--- config.mk ---
export PLATFORM = sky130hd
export DESIGN_NAME = igfsh_top
export DESIGN_NICKNAME = d
export VERILOG_FILES = /design/src/design/igfsh_pkg.sv /design/src/design/igfsh_glitch_filter.sv /design/src/design/igfsh_top.sv
export SDC_FILE = /design/constraint.sdc
export NUM_CORES = 1
export LEC_CHECK = 0
export BUFFER_PORTS_ARGS = -buffer_cell sky130_fd_sc_hd__buf_2
export CORE_UTILIZATION = 45
export DETAILED_ROUTE_END_ITERATION = 12
export PLACE_DENSITY = 0.81
export RECOVER_POWER = 25
export SETUP_SLACK_MARGIN = 0.02
export SYNTH_ARGS = -nofsm -noshare
export SYNTH_HDL_FRONTEND = slang
export SYNTH_HIERARCHICAL = 1
export SYNTH_SLANG_ARGS = --single-unit
export TNS_END_PERCENT = 30
--- constraint.sdc ---
create_clock -name ref_clk_in -period 4.5 [get_ports ref_clk_in]
set_input_delay 0.9 -clock ref_clk_in [delete_from_list [all_inputs] [get_ports ref_clk_in]]
set_output_delay 0.9 -clock ref_clk_in [all_outputs]
set_load 0.01 [all_outputs]
--- src/design/igfsh_pkg.sv ---
package igfsh_pkg;

	// ----------------------------------------------------------------
	// Bus geometry
	// ----------------------------------------------------------------
	localparam int ADR_W = 8;
	localparam int DAT_W = 32;
	localparam int SEL_W = 4;
	localparam int FACTOR_W = 5;
	localparam int BITCNT_W = 4;
	localparam int EVT_W = 3;

	// ----------------------------------------------------------------
	// Register offsets (byte addresses)
	// ----------------------------------------------------------------
	localparam logic [ADR_W-1:0] OFS_FILTER_CTL = 8'h00;
	localparam logic [ADR_W-1:0] OFS_MODULE_CTL = 8'h04;
	localparam logic [ADR_W-1:0] OFS_MODULE_STS = 8'h08;
	localparam logic [ADR_W-1:0] OFS_EVT_STS = 8'h0C;
	localparam logic [ADR_W-1:0] OFS_EVT_MASK = 8'h10;

	// ----------------------------------------------------------------
	// Field positions
	// ----------------------------------------------------------------
	localparam int POS_STOP_HOLD_EN = 7;
	localparam int POS_STOP_FLAG = 6;
	localparam int POS_STOP_IRQ_EN = 5;
	localparam int POS_FACTOR_LSB = 0;
	localparam int POS_MODULE_EN = 0;
	localparam int POS_MODULE_IRQ_EN = 1;
	localparam int POS_TCF = 0;
	localparam int POS_MODULE_IRQ_FLAG = 1;
	localparam int POS_XFER_ACTIVE = 2;
	localparam int POS_STOP_ACK = 3;
	localparam int POS_EVT_TCF = 0;
	localparam int POS_EVT_STOP = 1;
	localparam int POS_EVT_SACK = 2;

	// ----------------------------------------------------------------
	// Reset values and counts
	// ----------------------------------------------------------------
	localparam logic RST_STOP_HOLD_EN = 1'b0;
	localparam logic RST_STOP_IRQ_EN = 1'b0;
	localparam logic [FACTOR_W-1:0] RST_FACTOR = 5'h00;
	localparam logic RST_MODULE_EN = 1'b0;
	localparam logic RST_MODULE_IRQ_EN = 1'b0;
	localparam logic [EVT_W-1:0] RST_EVT_MASK = 3'h0;
	localparam logic [BITCNT_W-1:0] BITS_PER_BYTE = 4'h9;
	localparam int NUM_LINES = 2;
	localparam int LINE_SCL = 0;
	localparam int LINE_SDA = 1;

endpackage

--- src/design/igfsh_glitch_filter.sv ---
`timescale 1ns/1ns
module igfsh_glitch_filter
#(
	parameter int FACTOR_W = 5
)
(
	input wire logic ref_clk_in,
	input wire logic rstn_in,
	input wire logic line_in,
	input wire logic [FACTOR_W-1:0] factor_in,
	output logic line_out
);
	import igfsh_pkg::*;

	logic line_q;
	logic [FACTOR_W-1:0] cnt_q;
	logic [FACTOR_W-1:0] cnt_d;
	logic differ;
	logic accept;

	// ----------------------------------------------------------------
	// Elaboration check
	// ----------------------------------------------------------------
	if (FACTOR_W < 1 || FACTOR_W > 8)
	begin : g_bad_width
		$error("glitch filter width out of range");
	end

	// New level is taken only after factor+1 steady differing samples
	assign differ = line_in != line_q;
	assign accept = differ && (cnt_q >= factor_in);
	assign cnt_d = (differ && !accept) ? cnt_q + 1'b1 : '0;

	// Filtered level and run counter
	always_ff @(posedge ref_clk_in)
	begin
		if (!rstn_in)
		begin
			line_q <= 1'b1;
			cnt_q <= '0;
		end
		else
		begin
			cnt_q <= cnt_d;
			if (accept)
				line_q <= line_in;
		end
	end

	assign line_out = line_q;

	// ----------------------------------------------------------------
	// Checks
	// ----------------------------------------------------------------
	chk_filter_pass_run: assert property (@(posedge ref_clk_in) disable iff (!rstn_in)
		(line_out != $past(line_out)) |-> ($past(cnt_q) >= $past(factor_in)))
		else $error("filter passed a pulse shorter than the factor");
	chk_filter_bypass: assert property (@(posedge ref_clk_in) disable iff (!rstn_in)
		(factor_in == '0 && line_in != line_out) |=> (line_out == $past(line_in)))
		else $error("zero factor did not bypass the filter");

endmodule

--- src/design/igfsh_top.sv ---
// Functional notes
// - With stop hold enabled, an enabled module's stop-mode acknowledge waits while a byte is in flight.
// - Held request is acknowledged once the byte and its acknowledge bit finish.
// - With hold enabled, idle or disabled module acknowledges stop mode at once.
// - Transfer-complete interrupt is raised after wake when module irq was enabled.
// - Bus stop flag sets whenever a STOP condition is seen on the bus.
// - Bus stop flag clears only by writing one; writing zero keeps it.
// - Stop interrupt enable gates whether a seen STOP requests a module interrupt.
// - Stop flag must be cleared first, else module irq flag sets again.
// - Filter factor sets largest rejected glitch in cycles; zero means bypass.
// - STOP is a rising data line while the clock line is high.
`timescale 1ns/1ns
module igfsh_top
(
	input wire logic ref_clk_in,
	input wire logic rstn_in,
	input wire logic wb_cyc_in,
	input wire logic wb_stb_in,
	input wire logic wb_we_in,
	input wire logic [igfsh_pkg::ADR_W-1:0] wb_adr_in,
	input wire logic [igfsh_pkg::SEL_W-1:0] wb_sel_in,
	input wire logic [igfsh_pkg::DAT_W-1:0] wb_dat_in,
	output logic [igfsh_pkg::DAT_W-1:0] wb_dat_out,
	output logic wb_ack_out,
	input wire logic scl_in,
	input wire logic sda_in,
	input wire logic stop_req_in,
	output logic stop_ack_out,
	output logic irq_out
);
	import igfsh_pkg::*;

	// ----------------------------------------------------------------
	// Declarations
	// ----------------------------------------------------------------
	logic [NUM_LINES-1:0] sync1_q;
	logic [NUM_LINES-1:0] sync2_q;
	logic [NUM_LINES-1:0] filt;
	logic [NUM_LINES-1:0] prev_q;
	logic stop_hold_enable_q;
	logic bus_stop_detected_flag_q;
	logic bus_stop_detected_flag_d;
	logic bus_stop_irq_enable_q;
	logic [FACTOR_W-1:0] glitch_filter_factor_q;
	logic module_enable_q;
	logic module_irq_enable_q;
	logic module_irq_flag_q;
	logic module_irq_flag_d;
	logic transfer_complete_flag_q;
	logic transfer_complete_flag_d;
	logic xfer_active_q;
	logic xfer_active_d;
	logic [BITCNT_W-1:0] bit_cnt_q;
	logic [BITCNT_W-1:0] bit_cnt_d;
	logic [EVT_W-1:0] evt_q;
	logic [EVT_W-1:0] evt_d;
	logic [EVT_W-1:0] evt_set;
	logic [EVT_W-1:0] evt_mask_q;
	logic stop_ack_q;
	logic stop_ack_d;
	logic irq_q;
	logic irq_d;
	logic ack_q;
	logic [DAT_W-1:0] dat_q;
	logic [DAT_W-1:0] rd_mux;
	logic req;
	logic wr_take;
	logic rd_take;
	logic wr_filter;
	logic wr_module_ctl;
	logic wr_module_sts;
	logic wr_evt_sts;
	logic wr_evt_mask;
	logic scl_rise;
	logic scl_fall;
	logic start_det;
	logic stop_det;
	logic byte_done;
	logic byte_in_flight;
	logic hold_ok;
	logic tcf_set;

	// Address match used by every register strobe
	function automatic logic hit(input logic [ADR_W-1:0] adr, input logic [ADR_W-1:0] ofs);
		hit = adr == ofs;
	endfunction

	// ----------------------------------------------------------------
	// Pin synchronisers
	// ----------------------------------------------------------------

	// Two stages per pin; only the second stage feeds the filters
	always_ff @(posedge ref_clk_in)
	begin
		if (!rstn_in)
		begin
			sync1_q <= '1;
			sync2_q <= '1;
		end
		else
		begin
			sync1_q <= {sda_in, scl_in};
			sync2_q <= sync1_q;
		end
	end

	// ----------------------------------------------------------------
	// Glitch filters, one per line
	// ----------------------------------------------------------------
	for (genvar i = 0; i < NUM_LINES; i++)
	begin : g_filter
		igfsh_glitch_filter
		#(
			.FACTOR_W(FACTOR_W)
		)
		u_filter
		(
			.ref_clk_in(ref_clk_in),
			.rstn_in(rstn_in),
			.line_in(sync2_q[i]),
			.factor_in(glitch_filter_factor_q),
			.line_out(filt[i])
		);
	end

	// Previous filtered levels for edge finding
	always_ff @(posedge ref_clk_in)
	begin
		if (!rstn_in)
			prev_q <= '1;
		else
			prev_q <= filt;
	end

	// ----------------------------------------------------------------
	// Bus condition detection
	// ----------------------------------------------------------------

	// Edges and conditions taken from filtered lines only
	assign scl_rise = filt[LINE_SCL] && !prev_q[LINE_SCL];
	assign scl_fall = !filt[LINE_SCL] && prev_q[LINE_SCL];
	assign start_det = prev_q[LINE_SCL] && filt[LINE_SCL] && prev_q[LINE_SDA] && !filt[LINE_SDA];
	assign stop_det = prev_q[LINE_SCL] && filt[LINE_SCL] && !prev_q[LINE_SDA] && filt[LINE_SDA];

	// Bit counter: a byte ends on the clock fall after the ninth bit
	assign byte_done = xfer_active_q && scl_fall && (bit_cnt_q == BITS_PER_BYTE);
	assign byte_in_flight = xfer_active_q && (bit_cnt_q != '0);
	assign bit_cnt_d = (start_det || stop_det || byte_done) ? '0 :
		(xfer_active_q && scl_rise) ? bit_cnt_q + 1'b1 : bit_cnt_q;
	assign xfer_active_d = start_det ? 1'b1 : (stop_det ? 1'b0 : xfer_active_q);

	// Transfer complete: set at byte end, cleared by the next byte's first bit
	assign tcf_set = byte_done;
	assign transfer_complete_flag_d = tcf_set ? 1'b1 :
		((xfer_active_q && scl_rise && bit_cnt_q == '0) ? 1'b0 : transfer_complete_flag_q);

	// Transfer tracking registers
	always_ff @(posedge ref_clk_in)
	begin
		if (!rstn_in)
		begin
			xfer_active_q <= 1'b0;
			bit_cnt_q <= '0;
			transfer_complete_flag_q <= 1'b1;
		end
		else
		begin
			xfer_active_q <= xfer_active_d;
			bit_cnt_q <= bit_cnt_d;
			transfer_complete_flag_q <= transfer_complete_flag_d;
		end
	end

	// ----------------------------------------------------------------
	// Stop-mode holdoff
	// ----------------------------------------------------------------

	// Acknowledge at once unless holding, the module is enabled and a byte is still on the wire
	assign hold_ok = !stop_hold_enable_q || !module_enable_q || !byte_in_flight || byte_done;
	assign stop_ack_d = stop_req_in && (stop_ack_q || hold_ok);

	// Acknowledge follows the request down; state is all static so a gated clock is harmless
	always_ff @(posedge ref_clk_in)
	begin
		if (!rstn_in)
			stop_ack_q <= 1'b0;
		else
			stop_ack_q <= stop_ack_d;
	end

	assign stop_ack_out = stop_ack_q;

	// ----------------------------------------------------------------
	// Register bus
	// ----------------------------------------------------------------

	// Request decode; writes land on the edge after the one that presents ack
	assign req = wb_cyc_in && wb_stb_in;
	assign wr_take = req && wb_we_in && ack_q && wb_sel_in[0];
	assign rd_take = req && !wb_we_in && !ack_q;
	assign wr_filter = wr_take && hit(wb_adr_in, OFS_FILTER_CTL);
	assign wr_module_ctl = wr_take && hit(wb_adr_in, OFS_MODULE_CTL);
	assign wr_module_sts = wr_take && hit(wb_adr_in, OFS_MODULE_STS);
	assign wr_evt_sts = wr_take && hit(wb_adr_in, OFS_EVT_STS);
	assign wr_evt_mask = wr_take && hit(wb_adr_in, OFS_EVT_MASK);

	// Read selection; unmapped addresses read zero
	assign rd_mux =
		hit(wb_adr_in, OFS_FILTER_CTL) ? {24'h00_0000, stop_hold_enable_q, bus_stop_detected_flag_q,
			bus_stop_irq_enable_q, glitch_filter_factor_q} :
		hit(wb_adr_in, OFS_MODULE_CTL) ? {30'h0000_0000, module_irq_enable_q, module_enable_q} :
		hit(wb_adr_in, OFS_MODULE_STS) ? {28'h000_0000, stop_ack_q, xfer_active_q, module_irq_flag_q,
			transfer_complete_flag_q} :
		hit(wb_adr_in, OFS_EVT_STS) ? {29'h0000_0000, evt_q} :
		hit(wb_adr_in, OFS_EVT_MASK) ? {29'h0000_0000, evt_mask_q} : 32'h0000_0000;

	// Ack and read data, one cycle after the request appears
	always_ff @(posedge ref_clk_in)
	begin
		if (!rstn_in)
		begin
			ack_q <= 1'b0;
			dat_q <= '0;
		end
		else
		begin
			ack_q <= req && !ack_q;
			dat_q <= rd_take ? rd_mux : '0;
		end
	end

	assign wb_ack_out = ack_q;
	assign wb_dat_out = dat_q;

	// Software-written control fields
	always_ff @(posedge ref_clk_in)
	begin
		if (!rstn_in)
		begin
			stop_hold_enable_q <= RST_STOP_HOLD_EN;
			bus_stop_irq_enable_q <= RST_STOP_IRQ_EN;
			glitch_filter_factor_q <= RST_FACTOR;
			module_enable_q <= RST_MODULE_EN;
			module_irq_enable_q <= RST_MODULE_IRQ_EN;
			evt_mask_q <= RST_EVT_MASK;
		end
		else
		begin
			if (wr_filter)
			begin
				stop_hold_enable_q <= wb_dat_in[POS_STOP_HOLD_EN];
				bus_stop_irq_enable_q <= wb_dat_in[POS_STOP_IRQ_EN];
				glitch_filter_factor_q <= wb_dat_in[POS_FACTOR_LSB +: FACTOR_W];
			end
			if (wr_module_ctl)
			begin
				module_enable_q <= wb_dat_in[POS_MODULE_EN];
				module_irq_enable_q <= wb_dat_in[POS_MODULE_IRQ_EN];
			end
			if (wr_evt_mask)
				evt_mask_q <= wb_dat_in[EVT_W-1:0];
		end
	end

	// ----------------------------------------------------------------
	// Flags and interrupt
	// ----------------------------------------------------------------

	// Stop flag: hardware set wins over a write-one clear
	assign bus_stop_detected_flag_d = stop_det ||
		(bus_stop_detected_flag_q && !(wr_filter && wb_dat_in[POS_STOP_FLAG]));

	// Module irq flag re-sets while an enabled stop flag remains
	assign module_irq_flag_d = tcf_set || (bus_stop_detected_flag_q && bus_stop_irq_enable_q) ||
		(module_irq_flag_q && !(wr_module_sts && wb_dat_in[POS_MODULE_IRQ_FLAG]));

	// Sticky event bits with write-one clear
	assign evt_set = {stop_ack_d && !stop_ack_q, stop_det, tcf_set};
	assign evt_d = evt_set | (evt_q & ~(wr_evt_sts ? wb_dat_in[EVT_W-1:0] : '0));

	// Held flag survives a stopped clock, so the request appears on wake
	assign irq_d = (module_irq_flag_d && module_irq_enable_q) || (|(evt_d & evt_mask_q));

	// Flag and interrupt registers
	always_ff @(posedge ref_clk_in)
	begin
		if (!rstn_in)
		begin
			bus_stop_detected_flag_q <= 1'b0;
			module_irq_flag_q <= 1'b0;
			evt_q <= '0;
			irq_q <= 1'b0;
		end
		else
		begin
			bus_stop_detected_flag_q <= bus_stop_detected_flag_d;
			module_irq_flag_q <= module_irq_flag_d;
			evt_q <= evt_d;
			irq_q <= irq_d;
		end
	end

	assign irq_out = irq_q;

	// ----------------------------------------------------------------
	// Checks
	// ----------------------------------------------------------------
	chk_hold_while_busy: assert property (@(posedge ref_clk_in) disable iff (!rstn_in)
		(stop_req_in && !stop_ack_q && stop_hold_enable_q && module_enable_q && byte_in_flight && !byte_done)
		|=> !stop_ack_q)
		else $error("stop acknowledged with a byte in flight");
	chk_ack_after_byte: assert property (@(posedge ref_clk_in) disable iff (!rstn_in)
		(stop_req_in && byte_done) ##1 stop_req_in |-> stop_ack_q)
		else $error("stop not acknowledged after the byte ended");
	chk_ack_when_idle: assert property (@(posedge ref_clk_in) disable iff (!rstn_in)
		(stop_req_in && (!xfer_active_q || !module_enable_q)) |=> stop_ack_q)
		else $error("idle module did not acknowledge stop at once");
	chk_tcf_irq_raise: assert property (@(posedge ref_clk_in) disable iff (!rstn_in)
		(tcf_set && module_irq_enable_q) |=> (module_irq_flag_q ##1 irq_out))
		else $error("transfer complete did not raise the interrupt");
	chk_stop_flag_set: assert property (@(posedge ref_clk_in) disable iff (!rstn_in)
		(filt[LINE_SCL] && prev_q[LINE_SCL] && filt[LINE_SDA] && !prev_q[LINE_SDA])
		|=> bus_stop_detected_flag_q)
		else $error("stop condition did not set the flag");
	chk_stop_flag_keep: assert property (@(posedge ref_clk_in) disable iff (!rstn_in)
		(bus_stop_detected_flag_q && !(wr_filter && wb_dat_in[POS_STOP_FLAG])) |=> bus_stop_detected_flag_q)
		else $error("stop flag cleared without a write of one");
	chk_stop_irq_gate: assert property (@(posedge ref_clk_in) disable iff (!rstn_in)
		$rose(module_irq_flag_q) |-> $past(tcf_set || (bus_stop_detected_flag_q && bus_stop_irq_enable_q)))
		else $error("module irq flag set without an enabled cause");
	chk_irq_flag_reset: assert property (@(posedge ref_clk_in) disable iff (!rstn_in)
		(bus_stop_detected_flag_q && bus_stop_irq_enable_q) |=> module_irq_flag_q)
		else $error("module irq flag not re-set by a pending stop flag");
	chk_ack_follows_req: assert property (@(posedge ref_clk_in) disable iff (!rstn_in)
		!stop_req_in |=> !stop_ack_out)
		else $error("stop acknowledge stayed without a request");

endmodule

==> flow_summary.html <==
<table>
<tr><th>Metric</th><th>Value</th></tr>
<tr><th colspan="2">Critical path</th></tr>
<tr><td>Kind of critical path</td><td>primary input to register</td></tr>
<tr><td>Slowest cell delay on critical path</td><td>roughly 0.74 ns</td></tr>
<tr><td>Critical path required time</td><td>between 4 and 5 ns</td></tr>
<tr><td>Crit path max-delay cell type</td><td>clkbuf_1</td></tr>
<tr><td>Maximum fanout encountered on the critical timing path</td><td>25</td></tr>
<tr><td>Critical Path Source Type</td><td>primary input</td></tr>
<tr><td>Endpoint class of the critical path</td><td>register</td></tr>
<tr><td>WP data arrival</td><td>3.44 ns</td></tr>
<tr><td>Cells along the critical path</td><td>clkbuf_1, inv_1, nor3b_1, nand2b_1, nor3_1, o2111a_1</td></tr>
<tr><th colspan="2">Clock network</th></tr>
<tr><td>Setup Buffers After CTS</td><td>0</td></tr>
<tr><td>Latest clock arrival within the worst-skew pair</td><td>approximately 0.3 ns</td></tr>
<tr><td>Reg clk slew, reported paths</td><td>about 0.10 ns</td></tr>
<tr><td>H-tree levels</td><td>2</td></tr>
<tr><td>Clock tree from TritonCTS</td><td>built</td></tr>
<tr><td>CTS root buffer</td><td>clkbuf_8</td></tr>
<tr><td>TritonCTS Sinks</td><td>52</td></tr>
<tr><td>Number of hold buffers added after CTS</td><td>0</td></tr>
<tr><td>Deepest clock path buffer count</td><td>2</td></tr>
<tr><td>Number of buffers created by CTS</td><td>5</td></tr>
<tr><td>Number of instances resized during post-cts repair</td><td>0</td></tr>
<tr><th colspan="2">Worst hold path</th></tr>
<tr><td>Hold crit path type</td><td>register to register</td></tr>
<tr><th colspan="2">Synthesis</th></tr>
<tr><td>Number of enable flip-flop cells after synthesis</td><td>0</td></tr>
<tr><td>Most used flip-flop cell after synthesis</td><td>dfxtp_1</td></tr>
<tr><td>Post-synthesis instance area</td><td>0.002670 mm^2</td></tr>
<tr><td>Mean area per synthesized cell</td><td>just under 9 um^2</td></tr>
<tr><td>Sequential area share after synthesis</td><td>38.99%</td></tr>
<tr><td>Number of cells produced by synthesis</td><td>roughly 300</td></tr>
<tr><td>Yosys warning total</td><td>6</td></tr>
<tr><td>Cells taking the most area after synthesis</td><td>dfxtp_1 (39%), ha_1 (7.0%), buf_4 (6.7%)</td></tr>
<tr><td>Number of synthesized register bits</td><td>52</td></tr>
<tr><td>Share of Yosys cell area claimed by the top area cell type</td><td>38.99%</td></tr>
<tr><td>Synth area leader</td><td>dfxtp_1</td></tr>
<tr><td>Number of distinct library cells after synthesis</td><td>45</td></tr>
<tr><td>Share of synthesized registers carrying an async set or reset</td><td>0%</td></tr>
<tr><th colspan="2">Cells and area</th></tr>
<tr><td>N_diodes</td><td>0</td></tr>
<tr><td>Non-Filler Cell Area, Final</td><td>a little under 0.003 mm^2</td></tr>
<tr><td>Highest-count cells in the layout ignoring fill and taps</td><td>dfxtp_1 (52), nor2_1 (34), buf_2 (33), conb_1 (24), nand2_1 (20)</td></tr>
<tr><td>Final standard cell utilization of the core</td><td>between 50 and 60%</td></tr>
<tr><td>Fraction of layout instances using a drive strength above 1</td><td>~16%</td></tr>
<tr><td>Area added between synthesis and finish</td><td>9.512%</td></tr>
<tr><td>Final nets</td><td>404</td></tr>
<tr><td>Commonest non-fill, non-tap cell in the layout</td><td>dfxtp_1</td></tr>
<tr><th colspan="2">Detailed routing</th></tr>
<tr><td>Final WL</td><td>around 5100 um</td></tr>
<tr><td>First-pass DRT Iterations</td><td>5</td></tr>
<tr><td>Average wire per standard cell</td><td>between 10 and 15 um</td></tr>
<tr><td>Via density</td><td>between 5 and 6</td></tr>
<tr><td>Remaining routing DRC violations</td><td>0</td></tr>
<tr><td>DR iter-0 viols</td><td>around 160</td></tr>
<tr><td>Via count</td><td>approximately 2.2k</td></tr>
<tr><td>Post-detailed-route count of antenna-violating nets</td><td>0</td></tr>
<tr><th colspan="2">STA</th></tr>
<tr><td>F_max</td><td>between 300 and 400 MHz</td></tr>
<tr><td>Clock Skew</td><td>approximately 0.012 ns</td></tr>
<tr><td>Final worst-path cycle share</td><td>70.82%</td></tr>
<tr><td>Transition time at the pin with the least slew margin</td><td>about 1 ns</td></tr>
<tr><td>Time the worst path needs with I/O delays and setup</td><td>3.187 ns</td></tr>
<tr><td>Final setup TNS</td><td>0 ns</td></tr>
<tr><td>Setup repair after global routing missed its margin</td><td>no</td></tr>
<tr><td>Setup violators final</td><td>0</td></tr>
<tr><td>Final Slew Violations</td><td>0</td></tr>
<tr><td>Worst slew margin</td><td>31.58%</td></tr>
<tr><td>Final Hold Viols</td><td>0</td></tr>
<tr><th colspan="2">Die</th></tr>
<tr><td>Effective utilization at floorplan</td><td>around 48%</td></tr>
<tr><td>Die outline height</td><td>approximately 80 um</td></tr>
<tr><td>Die span in x</td><td>between 70 and 80 um</td></tr>
<tr><td>Area of the die</td><td>about 0.0062 mm^2</td></tr>
<tr><td>Cell Rows</td><td>27</td></tr>
<tr><td>Boundary pin count</td><td>87</td></tr>
<tr><td>Core Box Area</td><td>0.005608 mm^2</td></tr>
<tr><th colspan="2">GRT</th></tr>
<tr><td>Vias in the first global route</td><td>around 1.9k</td></tr>
<tr><td>Maximum number of pins on one net before global-route repair</td><td>26</td></tr>
<tr><td>Total Routing Usage GR</td><td>between 15 and 20%</td></tr>
<tr><td>Total global routing overflow</td><td>0</td></tr>
<tr><td>First-pass GRT wire length</td><td>roughly 8700 um</td></tr>
<tr><td>Antenna violations before repair</td><td>0</td></tr>
<tr><th colspan="2">Place</th></tr>
<tr><td>Placed cell area</td><td>roughly 0.0028 mm^2</td></tr>
<tr><td>Routability congestion estimate from global placement</td><td>around 0.9</td></tr>
<tr><td>Count of buffers inserted at the top-level ports</td><td>35</td></tr>
<tr><td>Detailed Place HPWL</td><td>about 3900 um</td></tr>
<tr><th colspan="2">Pwr</th></tr>
<tr><td>Leak pwr</td><td>around 1.3 nW</td></tr>
<tr><td>Maximum ir drop on the vdd rail</td><td>roughly 170 uV</td></tr>
<tr><td>P per Cell Area</td><td>~280 mW/mm^2</td></tr>
<tr><th colspan="2">Run status</th></tr>
<tr><td>Outcome</td><td>completed</td></tr>
<tr><th colspan="2">Run</th></tr>
<tr><td>Max-cap violations</td><td>0</td></tr>
</table>
## worst paths after layout
| check | end | from | slack [ns] | depth (start not counted) |
|---|---|---|---|---|
| setup / recovery | wb_dat_out[0] | rstn_in | 1.31 | 6 |
| hold / removal | sync2_q[0] | sync1_q[0] | 0.41 | 1 |
| setup reg to reg | g_filter[1].u_filter/cnt_q[3] | glitch_filter_factor_q[2] | 2.81 | 6 |
| hold reg to reg | sync2_q[0] | sync1_q[0] | 0.41 | 1 |
## worst max-delay path: cells and delay by family
| kind | cells | cell delay [ns] |
|---|---|---|
| compound gates | 1 | 0.27 |
| buf+inv | 2 | 1.29 |
| simple gates | 3 | 0.96 |
## state kept, by name, summed over array words and instances, names as in the netlist, 2 cells and up
name and cells:
evt_q 3, glitch_filter_factor_q 5, bit_cnt_q 4, prev_q 2, sync2_q 2, g_filter.u_filter/cnt_q 10, wb_dat_out 8, g_filter.u_filter/line_out 2
evt_mask_q 3, sync1_q 2
## area by class of cell
class	instances	area, um^2
multi-input cells	226	1449
clock buffers	6	72.57
clock inverters	2	35.03
inverters	17	63.81
flip-flops and latches	52	1041
fillers	548	2684
repair buffers	35	172.7
well taps	72	90.09
## synth_stat cells, types with 2 or more instances
cell	n
nand4_1	6
nor3b_1	3
nor4_1	3
a21oi_2	2
nand4b_1	2
nor2b_1	2
xnor2_1	4
nand3_1	11
clkbuf_1	6
inv_1	17
and2_1	2
or3_4	2
or2_2	2
nor3_1	7
ha_1	15
o2111a_1	2
o21ai_2	2
a21oi_1	10
a31oi_1	2
nand2_1	20
dfxtp_1	52
o21ai_0	13
mux2i_1	14
o21a_1	3
a21boi_0	3
nand2b_1	7
nor2_1	34
o211ai_1	3
buf_4	24
a31o_2	2
and3_1	6
xor2_1	8
## layer usage
layer / part of all wire [%] / global-route usage [%]
met3: 6.6 / 3.218
met1: 46 / 23.21
met2: 47 / 29.14
met4: 1.2 / 6.364
met5: 0 / 0
## where the power goes
group          total (mW)  internal, mW  switching, mW  leakage, nW
combinational      0.0529        0.0176         0.0353        0.784
clock               0.312         0.165          0.147       0.0552
sequential          0.469         0.464        0.00407        0.421
## stage by stage
stage,std cells,power [mW],setup slack (ns),hold WS (ns)
6_report,410,0.8331,1.313,0.4115
2_1_floorplan,325,0.5259,2.313,0.3863
3_3_place_gp,402,0.5307,1.610,0.3890
3_5_place_dp,402,0.5314,1.575,0.3965
5_1_grt,410,0.8685,0.9527,0.4469
4_1_cts,410,0.8408,1.898,0.4171
## cells by family after synthesis
kind of cell | share of synthesized area [%]
compound gates | 11.39
xor+xnor | 3.936
fa+ha+maj | 7.029
buf+inv | 9.981
flops | 38.99
mux | 5.248
other cells | 0.1404
simple gates | 23.29
(Power assumes the default switching activity.)
